`src/vcsp_pkg.sv`:
```
// constants and types shared by the codec serial port
package vcsp_pkg;

    // ----------------------------------------------------------------
    // serial word and clocking
    // ----------------------------------------------------------------
    localparam int WORD_BITS = 16;
    localparam int CLK_NS = 4;
    localparam int BIT_DIV = 5;
    localparam int BIT_NS = CLK_NS * BIT_DIV;
    localparam logic [2:0] DIV_LAST = 3'h4;
    localparam logic [2:0] DIV_HIGH = 3'h2;
    localparam logic [3:0] RX_LAST = 4'hf;
    localparam logic [4:0] TX_LAST = 5'h10;

    // ----------------------------------------------------------------
    // timing
    // ----------------------------------------------------------------
    localparam int FRAME_NS = 125000;
    localparam int FRAME_BITS_C = FRAME_NS / BIT_NS;
    localparam int STARTUP_NS = 2000;
    localparam int STARTUP_BITS = (STARTUP_NS + BIT_NS - 1) / BIT_NS;
    localparam int CNT_W = 13;

    // ----------------------------------------------------------------
    // configuration register and control words
    // ----------------------------------------------------------------
    localparam logic [15:0] CFG_RESET = 16'h0000;
    localparam logic [15:0] READ_REQ = 16'h8000;
    localparam logic [15:0] READ_RDY = 16'hc000;
    localparam int CFG_MSB = 15;

    typedef struct packed {
        logic [5:0] reserved;
        logic [2:0] outGainCode;
        logic spare;
        logic digitalPowerOn;
        logic analogPowerOn;
        logic adcHpfBypass;
        logic dacHpfBypass;
        logic inputMuxSelect;
        logic preampSelect;
    } vcsp_cfg_t;

    typedef enum logic [2:0] {
        MODE_OFF = 3'b001,
        MODE_START = 3'b010,
        MODE_RUN = 3'b100
    } vcsp_mode_t;

endpackage

```
`src/vcsp_serial_port.sv`:
```
// serial port and configuration register of a voiceband codec
`timescale 1ns/100ps
`default_nettype none

module vcsp_serial_port #(
    parameter int FRAME_BITS = vcsp_pkg::FRAME_BITS_C
) (
    input wire logic core_clk,
    input wire logic rstn,
    input wire logic chipEnable,
    input wire logic inFrameSync,
    input wire logic serialIn,
    input wire logic wordTypeSelect,
    input wire logic [15:0] txSample,
    output logic txSampleTake,
    output logic [15:0] rxSample,
    output logic rxSampleValid,
    output var vcsp_pkg::vcsp_cfg_t codecConfig,
    output logic bitClk,
    output logic serialOut,
    output logic outFrameSync,
    output logic outEnN
);
    import vcsp_pkg::*;

    // ----------------------------------------------------------------
    // reset release and pin synchronisers
    // ----------------------------------------------------------------
    logic [1:0] rstPipe_r;
    logic rstnQ;
    logic [3:0] pinMeta_r;
    logic [3:0] pinSync_r;
    logic ceS, fsS, sdiS, wtsS;

    always_ff @(posedge core_clk or negedge rstn) begin
        if (!rstn) begin
            rstPipe_r <= 2'b00;
        end else begin
            rstPipe_r <= {rstPipe_r[0], 1'b1};
        end
    end
    assign rstnQ = rstPipe_r[1];

    always_ff @(posedge core_clk or negedge rstnQ) begin
        if (!rstnQ) begin
            pinMeta_r <= 4'h0;
            pinSync_r <= 4'h0;
        end else begin
            pinMeta_r <= {chipEnable, inFrameSync, serialIn, wordTypeSelect};
            pinSync_r <= pinMeta_r;
        end
    end
    assign ceS = pinSync_r[3];
    assign fsS = pinSync_r[2];
    assign sdiS = pinSync_r[1];
    assign wtsS = pinSync_r[0];

    // ----------------------------------------------------------------
    // bit clock divider
    // ----------------------------------------------------------------
    logic [2:0] div_r;
    logic [2:0] divNxt;
    logic bitTick;
    logic bitClk_r;

    assign bitTick = (div_r == DIV_LAST);
    assign divNxt = bitTick ? 3'h0 : div_r + 3'h1;

    always_ff @(posedge core_clk or negedge rstnQ) begin
        if (!rstnQ) begin
            // parked on the last count so the first clock pulse is full width
            div_r <= DIV_LAST;
            bitClk_r <= 1'b0;
        end else begin
            div_r <= divNxt;
            bitClk_r <= (divNxt < DIV_HIGH);
        end
    end
    assign bitClk = bitClk_r;

    // ----------------------------------------------------------------
    // receive shifter
    // ----------------------------------------------------------------
    // inputs are sampled at the end of each bit cycle, which covers the
    // falling edge plus the two-flop synchroniser delay
    logic rxActive_r;
    logic [3:0] rxCnt_r;
    logic [15:0] rxShift_r;
    logic rxType_r;
    logic [15:0] rxWord;
    logic wordDone;

    assign rxWord = {rxShift_r[14:0], sdiS};
    assign wordDone = bitTick && rxActive_r && (rxCnt_r == RX_LAST);

    always_ff @(posedge core_clk or negedge rstnQ) begin
        if (!rstnQ) begin
            rxActive_r <= 1'b0;
            rxCnt_r <= 4'h0;
            rxShift_r <= 16'h0000;
            rxType_r <= 1'b0;
        end else if (!ceS) begin
            rxActive_r <= 1'b0;
        end else if (bitTick) begin
            if (rxActive_r) begin
                rxShift_r <= rxWord;
                rxCnt_r <= rxCnt_r + 4'h1;
            end
            // sync seen only when idle or in the last bit cycle
            if (!rxActive_r || rxCnt_r == RX_LAST) begin
                // word begins on the bit cycle after the sync
                rxActive_r <= fsS;
                rxCnt_r <= 4'h0;
                if (fsS) begin
                    rxType_r <= wtsS;
                end
            end
        end
    end

    // ----------------------------------------------------------------
    // word decode and configuration register
    // ----------------------------------------------------------------
    logic isData, isCtrl, cfgWrite, readReq, readRdy;
    vcsp_cfg_t cfg_r;
    logic powered;

    assign isData = wordDone && rxType_r;
    assign isCtrl = wordDone && !rxType_r;
    assign cfgWrite = isCtrl && !rxWord[CFG_MSB];
    // msb one is never written; only READ_REQ and READ_RDY act as read words
    assign readReq = isCtrl && (rxWord == READ_REQ);
    assign readRdy = isCtrl && (rxWord == READ_RDY);

    always_ff @(posedge core_clk or negedge rstnQ) begin
        if (!rstnQ) begin
            cfg_r <= CFG_RESET;
        end else if (cfgWrite) begin
            // whole word copied; reserved bits are the host's duty
            cfg_r <= rxWord;
        end
    end

    always_ff @(posedge core_clk or negedge rstnQ) begin
        if (!rstnQ) begin
            rxSample <= 16'h0000;
            rxSampleValid <= 1'b0;
        end else begin
            rxSampleValid <= isData;
            if (isData) begin
                rxSample <= rxWord;
            end
        end
    end

    // preamp, input mux, filter bypass, gain code
    // power controls drive the analog sections straight from the bits
    assign codecConfig = cfg_r;
    assign powered = cfg_r.analogPowerOn && cfg_r.digitalPowerOn;

    // ----------------------------------------------------------------
    // read-back handshake
    // ----------------------------------------------------------------
    logic readPend_r;
    logic readyPend_r;
    logic cfgStart;

    always_ff @(posedge core_clk or negedge rstnQ) begin
        if (!rstnQ) begin
            readPend_r <= 1'b0;
            readyPend_r <= 1'b0;
        end else begin
            // hold sample frames until the read-back word is launched
            if (readReq) begin
                readPend_r <= 1'b1;
            end else if (cfgStart) begin
                readPend_r <= 1'b0;
            end
            if (readRdy && readPend_r) begin
                readyPend_r <= 1'b1;
            end else if (cfgStart) begin
                readyPend_r <= 1'b0;
            end
        end
    end

    // ----------------------------------------------------------------
    // frame scheduler
    // ----------------------------------------------------------------
    vcsp_mode_t mode_r;
    logic [CNT_W-1:0] cnt_r;
    logic shActive_r;
    logic sampleStart;
    logic startWord;

    // read ready launches the register word once the line is free
    assign cfgStart = bitTick && ceS && powered && readyPend_r &&
        !shActive_r;
    // one word per frame, none while a read is pending
    assign sampleStart = bitTick && ceS && (mode_r == MODE_RUN) &&
        (cnt_r == '0) && !readPend_r && !shActive_r;
    assign startWord = sampleStart || cfgStart;
    assign txSampleTake = sampleStart;

    always_ff @(posedge core_clk or negedge rstnQ) begin
        if (!rstnQ) begin
            mode_r <= MODE_OFF;
            cnt_r <= '0;
        end else if (!powered) begin
            mode_r <= MODE_OFF;
            cnt_r <= CNT_W'(STARTUP_BITS - 1);
        end else if (bitTick) begin
            unique case (mode_r)
                MODE_OFF: begin
                    // start-up delay begins after the write
                    mode_r <= MODE_START;
                end
                MODE_START: begin
                    if (cnt_r == '0) begin
                        mode_r <= MODE_RUN;
                    end else begin
                        cnt_r <= cnt_r - CNT_W'(1);
                    end
                end
                MODE_RUN: begin
                    if (startWord) begin
                        cnt_r <= CNT_W'(FRAME_BITS - 1);
                    end else if (cnt_r != '0) begin
                        cnt_r <= cnt_r - CNT_W'(1);
                    end
                end
                default: begin
                    mode_r <= MODE_OFF;
                end
            endcase
        end
    end

    // ----------------------------------------------------------------
    // transmit shifter
    // ----------------------------------------------------------------
    logic [4:0] shCnt_r;
    logic [15:0] shWord_r;
    logic fs_r, sdo_r, outEnN_r;

    always_ff @(posedge core_clk or negedge rstnQ) begin
        if (!rstnQ) begin
            shActive_r <= 1'b0;
            shCnt_r <= 5'h00;
            shWord_r <= 16'h0000;
            fs_r <= 1'b0;
            sdo_r <= 1'b0;
        end else if (!ceS || !powered) begin
            // sync low; data line keeps its last value
            shActive_r <= 1'b0;
            fs_r <= 1'b0;
        end else if (bitTick) begin
            if (startWord) begin
                // read-back framed like a sample word
                shActive_r <= 1'b1;
                shCnt_r <= 5'h00;
                shWord_r <= cfgStart ? cfg_r : txSample;
                fs_r <= 1'b1;
            end else if (shActive_r) begin
                // data starts one bit cycle after the sync
                fs_r <= 1'b0;
                if (shCnt_r == TX_LAST) begin
                    shActive_r <= 1'b0;
                end else begin
                    sdo_r <= shWord_r[15];
                    shWord_r <= {shWord_r[14:0], 1'b0};
                    shCnt_r <= shCnt_r + 5'h01;
                end
            end
        end
    end

    always_ff @(posedge core_clk or negedge rstnQ) begin
        if (!rstnQ) begin
            outEnN_r <= 1'b1;
        end else begin
            outEnN_r <= !ceS;
        end
    end

    assign outFrameSync = fs_r;
    assign serialOut = sdo_r;
    assign outEnN = outEnN_r;
endmodule

`default_nettype wire

```
`config.mk`:
```
export PLATFORM = sky130hd
export DESIGN_NAME = vcsp_serial_port
export DESIGN_NICKNAME = d
export VERILOG_FILES = /design/src/vcsp_pkg.sv /design/src/vcsp_serial_port.sv
export SDC_FILE = /design/constraint.sdc
export NUM_CORES = 1
export LEC_CHECK = 0
export ABC_AREA = 1
export BUFFER_PORTS_ARGS = -buffer_cell sky130_fd_sc_hd__buf_4
export CAP_MARGIN = 20
export CORE_ASPECT_RATIO = 0.5
export CORE_UTILIZATION = 58
export DETAILED_ROUTE_END_ITERATION = 12
export PLACE_DENSITY = 0.81
export SYNTH_ARGS = -nofsm -noshare
export SYNTH_HDL_FRONTEND = slang
export SYNTH_SLANG_ARGS = --single-unit
export TNS_END_PERCENT = 10
```
`constraint.sdc`:
```
create_clock -name core_clk -period 4.14 [get_ports core_clk]
set_clock_uncertainty 0.1 [all_clocks]
set_input_delay 0.207 -clock core_clk [delete_from_list [all_inputs] [get_ports core_clk]]
set_output_delay 0.207 -clock core_clk [all_outputs]
set_load 0.02 [all_outputs]
```
### Yosys cells after proc, flatten, opt, wreduce, memory -nomap -nowiden

Index checks and enable logic that the tools add are counted.

* output and inout port bits: 38
* word-level logic and storage cells: 134
* flip-flop bits (word level): 111
* bits of input ports: 22

* equal/unequal tests: 17
* bitwise operators: 3
* $lt $le $gt $ge: 1
* add/subtract/negate cells: 4
* mux-type cells: 35
* reductions and logical operators: 44

Operators with widths (number)
* $mux 13: 5
* $mux 16: 4
* $eq 16x16->1 const B: 2
* $pmux 13 s2: 1
* $logic_and 1x1->1: 17
* $mux 1: 15
* $mux 5: 3
* $logic_not 13->1: 1
* $reduce_bool 13->1: 1
* $sub 13x1->13 const B: 1
* $mux 3: 4
* $reduce_and 4->1: 3
* $reduce_bool 2->1: 5
* $pmux 3 s3: 1
* $reduce_and 3->1: 3
* $mux 4: 2
* $logic_not 1->1: 7
* $eq 3x3->1 const B: 2
* $ne 2x2->1 const B: 3
* $ne 3x3->1 const B: 2
* $add 5x1->5 const B: 1
* $eq 5x5->1 const B: 1
* $reduce_and 5->1: 1
* $add 4x1->4 const B: 1
* other kinds (12): 18

### Longest topological paths before layout

Gate-level depths: netlist of the first run.

* depth in word-level cells: 11
* gate-level depth with buffers: 13

### Worst setup path after synthesis of the first run

OpenSTA, ideal clock, no wires.

* path type: register to register
* start: reg cnt_r[0]
* end: reg shWord_r[12]
* period minus slack after synthesis: 1821 ps
* cell stages (with the launch flop): 13
* arrival time: 1595 ps
* setup slack: 2319 ps
* path buffers: 1
* cell sequence: dfrtp_1 inv_1 ha_1 inv_1 nor2_1 nand2_1 nor2_4 nand4_4 nand2_4 nand2_4 nand2_8 buf_6 o21ai_0

* word-level cells in the longest chain between the ends: 7

RTL lines
* start, declared: RTL line vcsp_serial_port.sv:191 `logic [CNT_W-1:0] cnt_r;`
* start signal, assigned: RTL line vcsp_serial_port.sv:211 `cnt_r <= CNT_W'(STARTUP_BITS - 1);`
* start signal, assigned: RTL line vcsp_serial_port.sv:222 `cnt_r <= cnt_r - CNT_W'(1);`
* start signal, assigned: RTL line vcsp_serial_port.sv:227 `cnt_r <= CNT_W'(FRAME_BITS - 1);`
* $logic_not 13->1 (*): RTL line vcsp_serial_port.sv:201 `(cnt_r == '0) && !readPend_r && !shActive_r;`
* $logic_and 1x1->1 (*): RTL line vcsp_serial_port.sv:200 `assign sampleStart = bitTick && ceS && (mode_r == MODE_RUN) &&`
* $logic_and 1x1->1 (*) (2 in a row): RTL line vcsp_serial_port.sv:201
* $logic_or 1x1->1 (*): RTL line vcsp_serial_port.sv:202 `assign startWord = sampleStart || cfgStart;`
* $ne 2x2->1 (no line) or $reduce_bool 2->1 (tied branches)
* $reduce_and 4->1 (no line)
* end signal, assigned: RTL line vcsp_serial_port.sv:262 `shWord_r <= cfgStart ? cfg_r : txSample;`
* end signal, assigned: RTL line vcsp_serial_port.sv:271 `shWord_r <= {shWord_r[14:0], 1'b0};`
* end, declared: RTL line vcsp_serial_port.sv:243 `logic [15:0] shWord_r;`

Mark *: on every way between the ends. The rest lies on a longest branch, timed or not.
A chain may end at the register's enable or synchronous reset.

### Worst setup path in the final report of the first run

* start: reg div_r[0]
* end: reg cnt_r[9]

* word-level cells in the longest chain between the ends: 11

RTL lines
* start, declared: RTL line vcsp_serial_port.sv:61 `logic [2:0] div_r;`
* start signal, assigned: RTL line vcsp_serial_port.sv:75 `div_r <= divNxt;`
* $eq 3x3->1 (*): RTL line vcsp_serial_port.sv:66 `assign bitTick = (div_r == DIV_LAST);`
* $logic_and 1x1->1: RTL line vcsp_serial_port.sv:197, vcsp_serial_port.sv:200
* $logic_and 1x1->1 (2 in a row): RTL line vcsp_serial_port.sv:200
* $logic_and 1x1->1 (2 in a row): RTL line vcsp_serial_port.sv:201
* $logic_or 1x1->1: RTL line vcsp_serial_port.sv:202
* $mux 13: RTL line vcsp_serial_port.sv:226 `if (startWord) begin`
* $pmux 13 s2: RTL line vcsp_serial_port.sv:213 `unique case (mode_r)`
* $mux 13: RTL line vcsp_serial_port.sv:212 `end else if (bitTick) begin`
* $mux 13: RTL line vcsp_serial_port.sv:209 `end else if (!powered) begin`
* end signal, assigned: RTL line vcsp_serial_port.sv:211
* end signal, assigned: RTL line vcsp_serial_port.sv:227
* end signal, assigned: RTL line vcsp_serial_port.sv:229 `cnt_r <= cnt_r - CNT_W'(1);`

Mark *: on every way between the ends. The rest lies on a longest branch, timed or not. The select of a mux whose other input is x is not followed.

==> results.yml, run 1 <==
detailed_routing:
  route.detailed.drc: 0
  ant_nets: 0
  drtIter0Drc: 257
  viasPerCell: 5.23
  firstDrtPassIters: 6
  drt-wirelength-per-cell_um: 13.8
  vias: 4107
  drt-total-wl_um: 10900
global_routing:
  grt_util_met1: 0.352
  grt_max_degree: 50
  grt_pass1_vias: 3766
  grt_pass1_wl_um: 18000
  grt-busiest-layer: "met2"
  antenna_found_initial: 0
  met3_usage: 0.0768
  grt_util_met2: 0.395
  groute.usage.overall: 0.255
  overflow: 0
cells_and_area:
  insertedDiodeCount: 0
  final_common_cell: "nand2_1"
  drive_above_1_share: 0.174
  mostFrequentLayoutCells: "nand2_1 (165), dfrtp_1 (107), inv_1 (75)"
  utilization: 0.728
  final_nets: 698
  syn2layout_area_growth_pct: 16.8
logic_synthesis:
  synth_top_area_share: 0.520
  yosys_warnings: 0
  ys.flop_type: "dfrtp_1"
  synthArstFlopShare: 1.00
  yosysSeqAreaShare: 0.535
  synth-edff-count: 0
  synth_area_per_cell_um2: 8.54
  yosysUniqueCellTypes: 45
  syn_area_um2: 5200
  synth_area_leaders: "dfrtp_1 (52%), nand2_1 (12%), o21ai_0 (6.4%)"
  syn_nets: 638
  ys_ff_latch: 111
  netlist_instances: 609
  synth_top_area_cell: "dfrtp_1"
clock_network:
  clock-root-buffer: "clkbuf_16"
  cts_max_level: 3
  cts-resized-gates: 0
  cts_tree: "done"
  clk_path_buf_depth: 2
  clk_latency_ps: 350
  clk_pin_slew_ps: 80
  cts_buffers: 9
  cts.sinks: 111
floorplanning:
  chipWidth_um: 136
  dieArea_um2: 9370
  dieHeight_um: 69.0
  pin_count: 60
  start_util: 0.623
  row_count: 23
  core_um2: 8350
timing:
  rsz0062_at_grt: "no"
  tns_ps: 0
  slew_violations: 0
  setup_viol: 0
  worst_slew_pin_slew_ps: 904
  timing.fmax_mhz: 383
  min_period_ps: 2610
  hold_violations: 0
  fin_crit_sh: 0.631
  slew_headroom: 0.398
critical_path:
  cp_common_cell: "nand2_1"
  reg2reg_slack_ps: 1530
  cpPeakStageDelay_ps: 700
  r2r_end: "cnt_r[9]"
  startpoint: "div_r[0]"
  worstPathCellList: "inv_1, ha_1, nand2_1, nor2_1, nand2_2, nand4_1, nand2_1, a21oi_1, nand2_1, nand2_1"
  start_kind: "flip-flop"
  reg2regPathDepth: 10
  endpoint_kind: "flip-flop"
  critPathKind: "flip-flop to flip-flop"
  r2r-start: "div_r[0]"
  arrival_ps: 2800
  slowest_stage: "a21oi_1"
  cp_top_family: "simple AND/OR/NAND/NOR gates"
  crit_buf_inv: 1
  worstPathMaxFanout: 24
  worstPathRequired_ps: 4330
placed_design:
  routabilityCongestion: 0.889
  place_hpwl_um: 7610
  io_buffers: 59
pwr:
  vdd_drop_max_mv: 0.281
  power_leakage_nw: 3.00
  cellPowerDensity_nw_per_um2: 340
hold_path:
  hold_class: "input port to async pin"
run_status:
  outcome: "complete, no violations"
job:
  max_cap_violations: 0
[layer usage]
layer  part of all wire  vias to the layer above
met5                  0                        -
met4              0.011                        0
met3              0.059                       12
met2               0.46                      107
met1               0.47                     1933
li1                   -                     2055
[final cells by class]
type	count	area (um^2)
Multi-Input combinational cell	401	2010
Sequential cell	111	2790
Clock buffer	9	225
Fill cell	636	2270
Tap cell	112	140
Inverter	79	297
Timing Repair Buffer	67	515
Clock inverter	7	98.8
[state kept, by name, summed over array words and instances, names as in the netlist, 2 cells and up]
| name | count |
|---|---|
| cnt_r | 13 |
| codecConfig | 16 |
| div_r | 3 |
| mode_r | 3 |
| pinMeta_r | 4 |
| pinSync_r | 4 |
| rstPipe_r | 2 |
| rxCnt_r | 4 |
| rxSample | 16 |
| rxShift_r | 15 |
| shCnt_r | 5 |
| shWord_r | 16 |
[report_power, final]
part | switching (mW) | internal [mW] | total [mW] | leakage (nW)
combinational | 0.0292 | 0.0210 | 0.0503 | 1.45
clock | 0.433 | 0.489 | 0.921 | 0.154
sequential | 0.00503 | 1.09 | 1.10 | 1.40
total | 0.467 | 1.60 | 2.07 | 3.00
[timing repair]
action                                 in CTS  in global routing
hold buffers                                5                  0
buffers inserted                            0                  0
endpoints found under the hold margin       6                  0
[worst max-delay path by stage]
stage / endpoint / slack (ps) / cells after the start
floorplan: bitClk / 720 / 0
global placement: cnt_r[7] / 1680 / 10
detailed placement: cnt_r[9] / 1570 / 10
CTS: cnt_r[9] / 1550 / 10
global route: cnt_r[5] / 1310 / 10
finish: cnt_r[9] / 1530 / 10
[cell families after synthesis]
kind of cell / after synthesis / share of synthesized area
mux: 1 / 0.00193
compound gates: 103 / 0.109
other cells: 1 / 0.000721
flops: 111 / 0.535
xor+xnor: 12 / 0.0202
buf+inv: 97 / 0.0777
simple gates: 277 / 0.238
fa+ha+maj: 7 / 0.0168
[worst reg2reg max path, delay by kind of cell, from the launching register on]
family | cells | cell delay (ps)
buffers and inverters | 1 | 60
AOI/OAI and AO/OA | 1 | 700
adders and majority gates | 1 | 160
and+or+nand+nor | 7 | 1140
DFF | 1 | 400
[through the flow]
step / std cells / worst slack (ps) / hold WS [ps] / cell area, um^2 / power, mW
finish: 786 / 1530 / 57.7 / 6080 / 2.07
floorplan: 609 / 724 / -189 / 5200 / 1.14
global placement: 765 / 1680 / -110 / 5700 / 1.16
global route: 786 / 1310 / 42.1 / 6080 / 2.13
CTS: 786 / 1550 / 53.3 / 6080 / 2.08
detailed placement: 765 / 1570 / -109 / 5700 / 1.17
[synth_stat cells (2+ instances only)]
cell,instances
a21oi_1,14
buf_2,2
buf_4,2
buf_8,2
clkbuf_1,10
dfrtp_1,108
dfstp_2,3
ha_1,7
inv_1,75
inv_2,3
nand2_1,165
nand2_2,5
nand2_4,2
nand3_1,24
nand3_2,4
nand4_1,7
nor2_1,50
nor2_2,3
nor3_1,4
o21ai_0,67
o21ai_1,3
o21ai_2,9
o22ai_1,6
or2_2,3
xnor2_1,3
xor2_1,9
(Power assumes the default switching activity.)
==> run 2: changes to the inputs <==
==> constraint.sdc (replaced) <==
create_clock -name core_clk -period 2.7 [get_ports core_clk]
set_clock_uncertainty 0.1 [all_clocks]
set_input_delay 0.135 -clock core_clk [delete_from_list [all_inputs] [get_ports core_clk]]
set_output_delay 0.135 -clock core_clk [all_outputs]
set_load 0.02 [all_outputs]
==> results.yml, run 2 (synthesis gave the netlist of run 1 again) <==
cells_and_area:
  drive_above_1_share: 0.174
  mostFrequentLayoutCells: "nand2_1 (165), dfrtp_1 (107), inv_1 (75)"
  insertedDiodeCount: 0
  final_common_cell: "nand2_1"
  n_fill_cell: 629
  final_cells: 789
  multi_input_area_um2: 2010
  seq_area_um2: 2790
  final_nets: 701
  syn2layout_area_growth_pct: 16.9
pwr:
  intPower_mw: 2.36
  switching_power_mw: 0.700
  clkPwrFrac: 0.425
  p_seq_frac: 0.551
  sw_frac_of_total: 0.229
  power.total_mw: 3.06
  combPwrFrac: 0.024
  power_leakage_nw: 3.01
  vdd_drop_max_mv: 0.334
  cellPowerDensity_nw_per_um2: 504
global_routing:
  groute.usage.overall: 0.255
  overflow: 0
  antenna_found_initial: 0
  grt_pass1_wl_um: 18000
  grt_max_degree: 46
  grt_pass1_vias: 3748
timing:
  min_period_ps: 2370
  worst_slew_pin_slew_ps: 812
  rsz0062_at_grt: "no"
  slew_violations: 0
  tns_ps: 0
  timing.fmax_mhz: 422
  setup_viol: 0
  slew_headroom: 0.458
  fin_crit_sh: 0.877
  hold_violations: 0
placed_design:
  io_buffers: 59
  routabilityCongestion: 0.866
  place_inst: 767
  place_hpwl_um: 7700
floorplanning:
  start_util: 0.623
  row_count: 23
  core_um2: 8350
  dieArea_um2: 9370
  dieHeight_um: 69.0
  chipWidth_um: 136
  pin_count: 60
critical_path:
  slowest_stage: "nand2_1"
  worstPathCellList: "inv_1, ha_1, nand2_1, nor3_1, inv_1, nor2_1, nand2_1, o21ai_0"
  endpoint_kind: "flip-flop"
  reg2reg_slack_ps: 330
  arrival_ps: 2510
  worstPathMaxFanout: 31
  start_kind: "flip-flop"
  r2r-start: "div_r[0]"
  startpoint: "div_r[0]"
  critPathKind: "flip-flop to flip-flop"
  reg2regPathDepth: 8
  r2r_end: "codecConfig[10]"
  cpPeakStageDelay_ps: 500
  crit_end: "codecConfig[10]"
  worstPathRequired_ps: 2840
clock_network:
  cts_buffers: 9
  clk_pin_slew_ps: 80
  clk_path_buf_depth: 2
  clock-root-buffer: "clkbuf_16"
  cts_tree: "done"
  clk_latency_ps: 350
  cts_max_level: 3
  cts.sinks: 111
  cts-resized-gates: 0
detailed_routing:
  firstDrtPassIters: 5
  route.detailed.drc: 0
  drtIter0Drc: 281
  ant_nets: 0
  viasPerCell: 5.26
  vias: 4152
  drt-total-wl_um: 10900
  drt-wirelength-per-cell_um: 13.8
run_status:
  outcome: "complete, no violations"
hold_path:
  holdPathStages: 5
  hold_class: "input port to flip-flop"
job:
  max_cap_violations: 0
-- run 2: what timing repair did --
action                    in CTS  in global routing
hold buffers                   6                  0
buffers inserted               0                  0
hold endpoints to repair       6                  0
-- run 2: per-layer routing --
metal | vias to the layer above | track usage | wire, um
li1 | 2059 | - | -
met1 | 1975 | 0.355 | 5230
met2 | 103 | 0.398 | 4910
met3 | 15 | 0.0614 | 593
met4 | 0 | 0.0847 | 115
met5 | - | 0 | 0
-- run 2: worst min path at each step --
| stage | startpoint | to |
|---|---|---|
| after floorplan | rstn | rstPipe_r[0] |
| after global routing | txSample[4] | shWord_r[4] |
| after detailed placement | rstn | rstPipe_r[0] |
| after global placement | rstn | rstPipe_r[0] |
| final | txSample[4] | shWord_r[4] |
| after CTS | txSample[4] | shWord_r[4] |
-- run 2: critical path, delay by kind of cell, from the launching register on --
family          cells  cell delay [ps]
simple gates        4             1020
compound gates      1              410
flops               1              400
buf+inv             2              160
fa+ha+maj           1              160
-- run 2: per-stage QoR --
stage	setup slack (ps)	hold slack, ps	instance area (um^2)	util
6_report	331	44.6	6080	0.728
3_3_place_gp	523	-182	5730	0.687
4_1_cts	325	34.5	6080	0.728
5_1_grt	103	60.7	6080	0.728
2_1_floorplan	746	-261	5200	-
3_5_place_dp	390	-181	5730	0.687
-- run 2: power groups by stage --
stage	logic, mW	clock network [mW]	registers (mW)
after detailed placement	0.0679	0	1.72
after CTS	0.0749	1.33	1.69
final	0.0732	1.30	1.69
after global routing	0.0818	1.40	1.69
after global placement	0.0670	0	1.72
after floorplan	0.0125	0	1.73
-- run 2: area by class of cell --
class	instances	share of cell area
Clock inverter	6	0.00988
Sequential cell	111	0.458
Inverter	79	0.0488
Timing Repair Buffer	70	0.0910
Tap cell	112	0.0231
Clock buffer	10	0.0377
Multi-Input combinational cell	401	0.331
==> run 3: changes to the inputs <==
--- a/config.mk
+++ b/config.mk
@@ -8,8 +8,10 @@
 export ABC_AREA = 1
 export BUFFER_PORTS_ARGS = -buffer_cell sky130_fd_sc_hd__buf_4
 export CAP_MARGIN = 20
+export CELL_PAD_IN_SITES_DETAIL_PLACEMENT = 0
+export CELL_PAD_IN_SITES_GLOBAL_PLACEMENT = 1
 export CORE_ASPECT_RATIO = 0.5
-export CORE_UTILIZATION = 58
+export CORE_UTILIZATION = 44
 export DETAILED_ROUTE_END_ITERATION = 12
 export PLACE_DENSITY = 0.81
 export SYNTH_ARGS = -nofsm -noshare
==> results.yml, run 3 (synthesis gave the netlist of run 1 again) <==
run_status:
  outcome: "complete, no violations"
timing:
  slew_violations: 0
  setup_viol: 0
  timing.fmax_mhz: 444
  fin_crit_sh: 0.834
  fin_hold_ws_ps: 52.5
  slew_headroom: 0.460
  worst_slew_pin_slew_ps: 809
  min_period_ps: 2250
  tns_ps: 0
  hold_violations: 0
  rsz0062_at_grt: "no"
pwr:
  power.total_mw: 3.12
  vdd_drop_max_mv: 0.294
  power_leakage_nw: 3.02
  cellPowerDensity_nw_per_um2: 507
clock_network:
  cts_tree: "done"
  cts_max_level: 3
  cts.sinks: 111
  clk_latency_ps: 360
  cts-resized-gates: 0
  clk_path_buf_depth: 2
  cts_buffers: 9
  clock-root-buffer: "clkbuf_16"
  cts_hold_buf: 6
  post_cts_buffers: 0
  clk_pin_slew_ps: 80
critical_path:
  arrival_ps: 2390
  start_kind: "flip-flop"
  worstPathRequired_ps: 2840
  worstPathMaxFanout: 34
  reg2regPathDepth: 11
  critPathKind: "flip-flop to flip-flop"
  endpoint_kind: "flip-flop"
cells_and_area:
  final_nets: 703
  final_cells: 838
  drive_above_1_share: 0.178
  syn2layout_area_growth_pct: 18.4
  mostFrequentLayoutCells: "nand2_1 (165), dfrtp_1 (107), inv_1 (75)"
  utilization: 0.547
  insertedDiodeCount: 0
  final_common_cell: "nand2_1"
global_routing:
  grt_pass1_wl_um: 19000
  antenna_found_initial: 0
  overflow: 0
  grt_max_degree: 49
  groute.usage.overall: 0.200
  grt_pass1_vias: 3852
floorplanning:
  dieHeight_um: 78.9
  chipWidth_um: 156
  start_util: 0.462
  core_um2: 11200
  pin_count: 60
  dieArea_um2: 12300
  row_count: 27
hold_path:
  holdPathStages: 3
  hold_class: "input port to flip-flop"
detailed_routing:
  viasPerCell: 4.72
  drt-total-wl_um: 11000
  route.detailed.drc: 0
  drtIter0Drc: 218
  vias: 3959
  drt-wirelength-per-cell_um: 13.1
  firstDrtPassIters: 4
  ant_nets: 0
job:
  max_cap_violations: 0
placed_design:
  routabilityCongestion: 0.802
  place_inst: 816
  place_hpwl_um: 7860
  io_buffers: 59
[run 3: changes by cell type in the layout (fill, tap and decap cells not counted), sizes merged]
cell	delta
buf	+2
clkbuf	-1
clkinv	+1
[run 3: critical path, cell delays in order (launching register included)]
cell and delay, ps:
dfrtp_1 400, inv_1 60, ha_1 160, nand3_1 210, nor2_2 220, nand4_4 200, nand2_4 230, nand2_4 100
nand2_8 220, inv_2 90, nand2_1 60, o21ai_0 70
[run 3: metrics by stage]
step / setup slack, ps / area [um^2]
2_1_floorplan: 746 / 5200
3_3_place_gp: 479 / 5790
3_5_place_dp: 454 / 5790
4_1_cts: 437 / 6160
5_1_grt: 225 / 6160
6_report: 447 / 6160
[run 3: worst paths after layout]
kind	end	start	slack [ps]
max in group asynchronous	mode_r[0]	rstPipe_r[1]	1380
setup reg to reg	shCnt_r[0]	div_r[0]	450
setup / recovery	shCnt_r[0]	div_r[0]	450
hold reg to reg	pinSync_r[1]	pinMeta_r[1]	250
min in group asynchronous	rxShift_r[9]	rstPipe_r[1]	260
hold / removal	shWord_r[0]	txSample[0]	50
[run 3: routing by layer]
layer,up-vias,global-route usage,wire (um)
met1,1845,0.291,5660
met4,0,0.0627,110
met3,8,0.0459,355
met2,50,0.298,4860
li1,2056,-,-
met5,-,0,0
[run 3: where the power goes]
part | switching [mW] | total [mW] | internal, mW | leakage [nW]
sequential | 0.0189 | 1.69 | 1.67 | 1.40
combinational | 0.0351 | 0.0693 | 0.0342 | 1.47
clock | 0.689 | 1.36 | 0.672 | 0.153
total | 0.743 | 3.12 | 2.38 | 3.02
[run 3: final cells by class]
type,count,area [um^2]
clock buffer,9,225
clock inverter,7,82.6
fill,1039,5090
inverter,79,297
multi-input combinational,401,2010
sequential,111,2790
tap,159,199
timing repair buffer,72,556
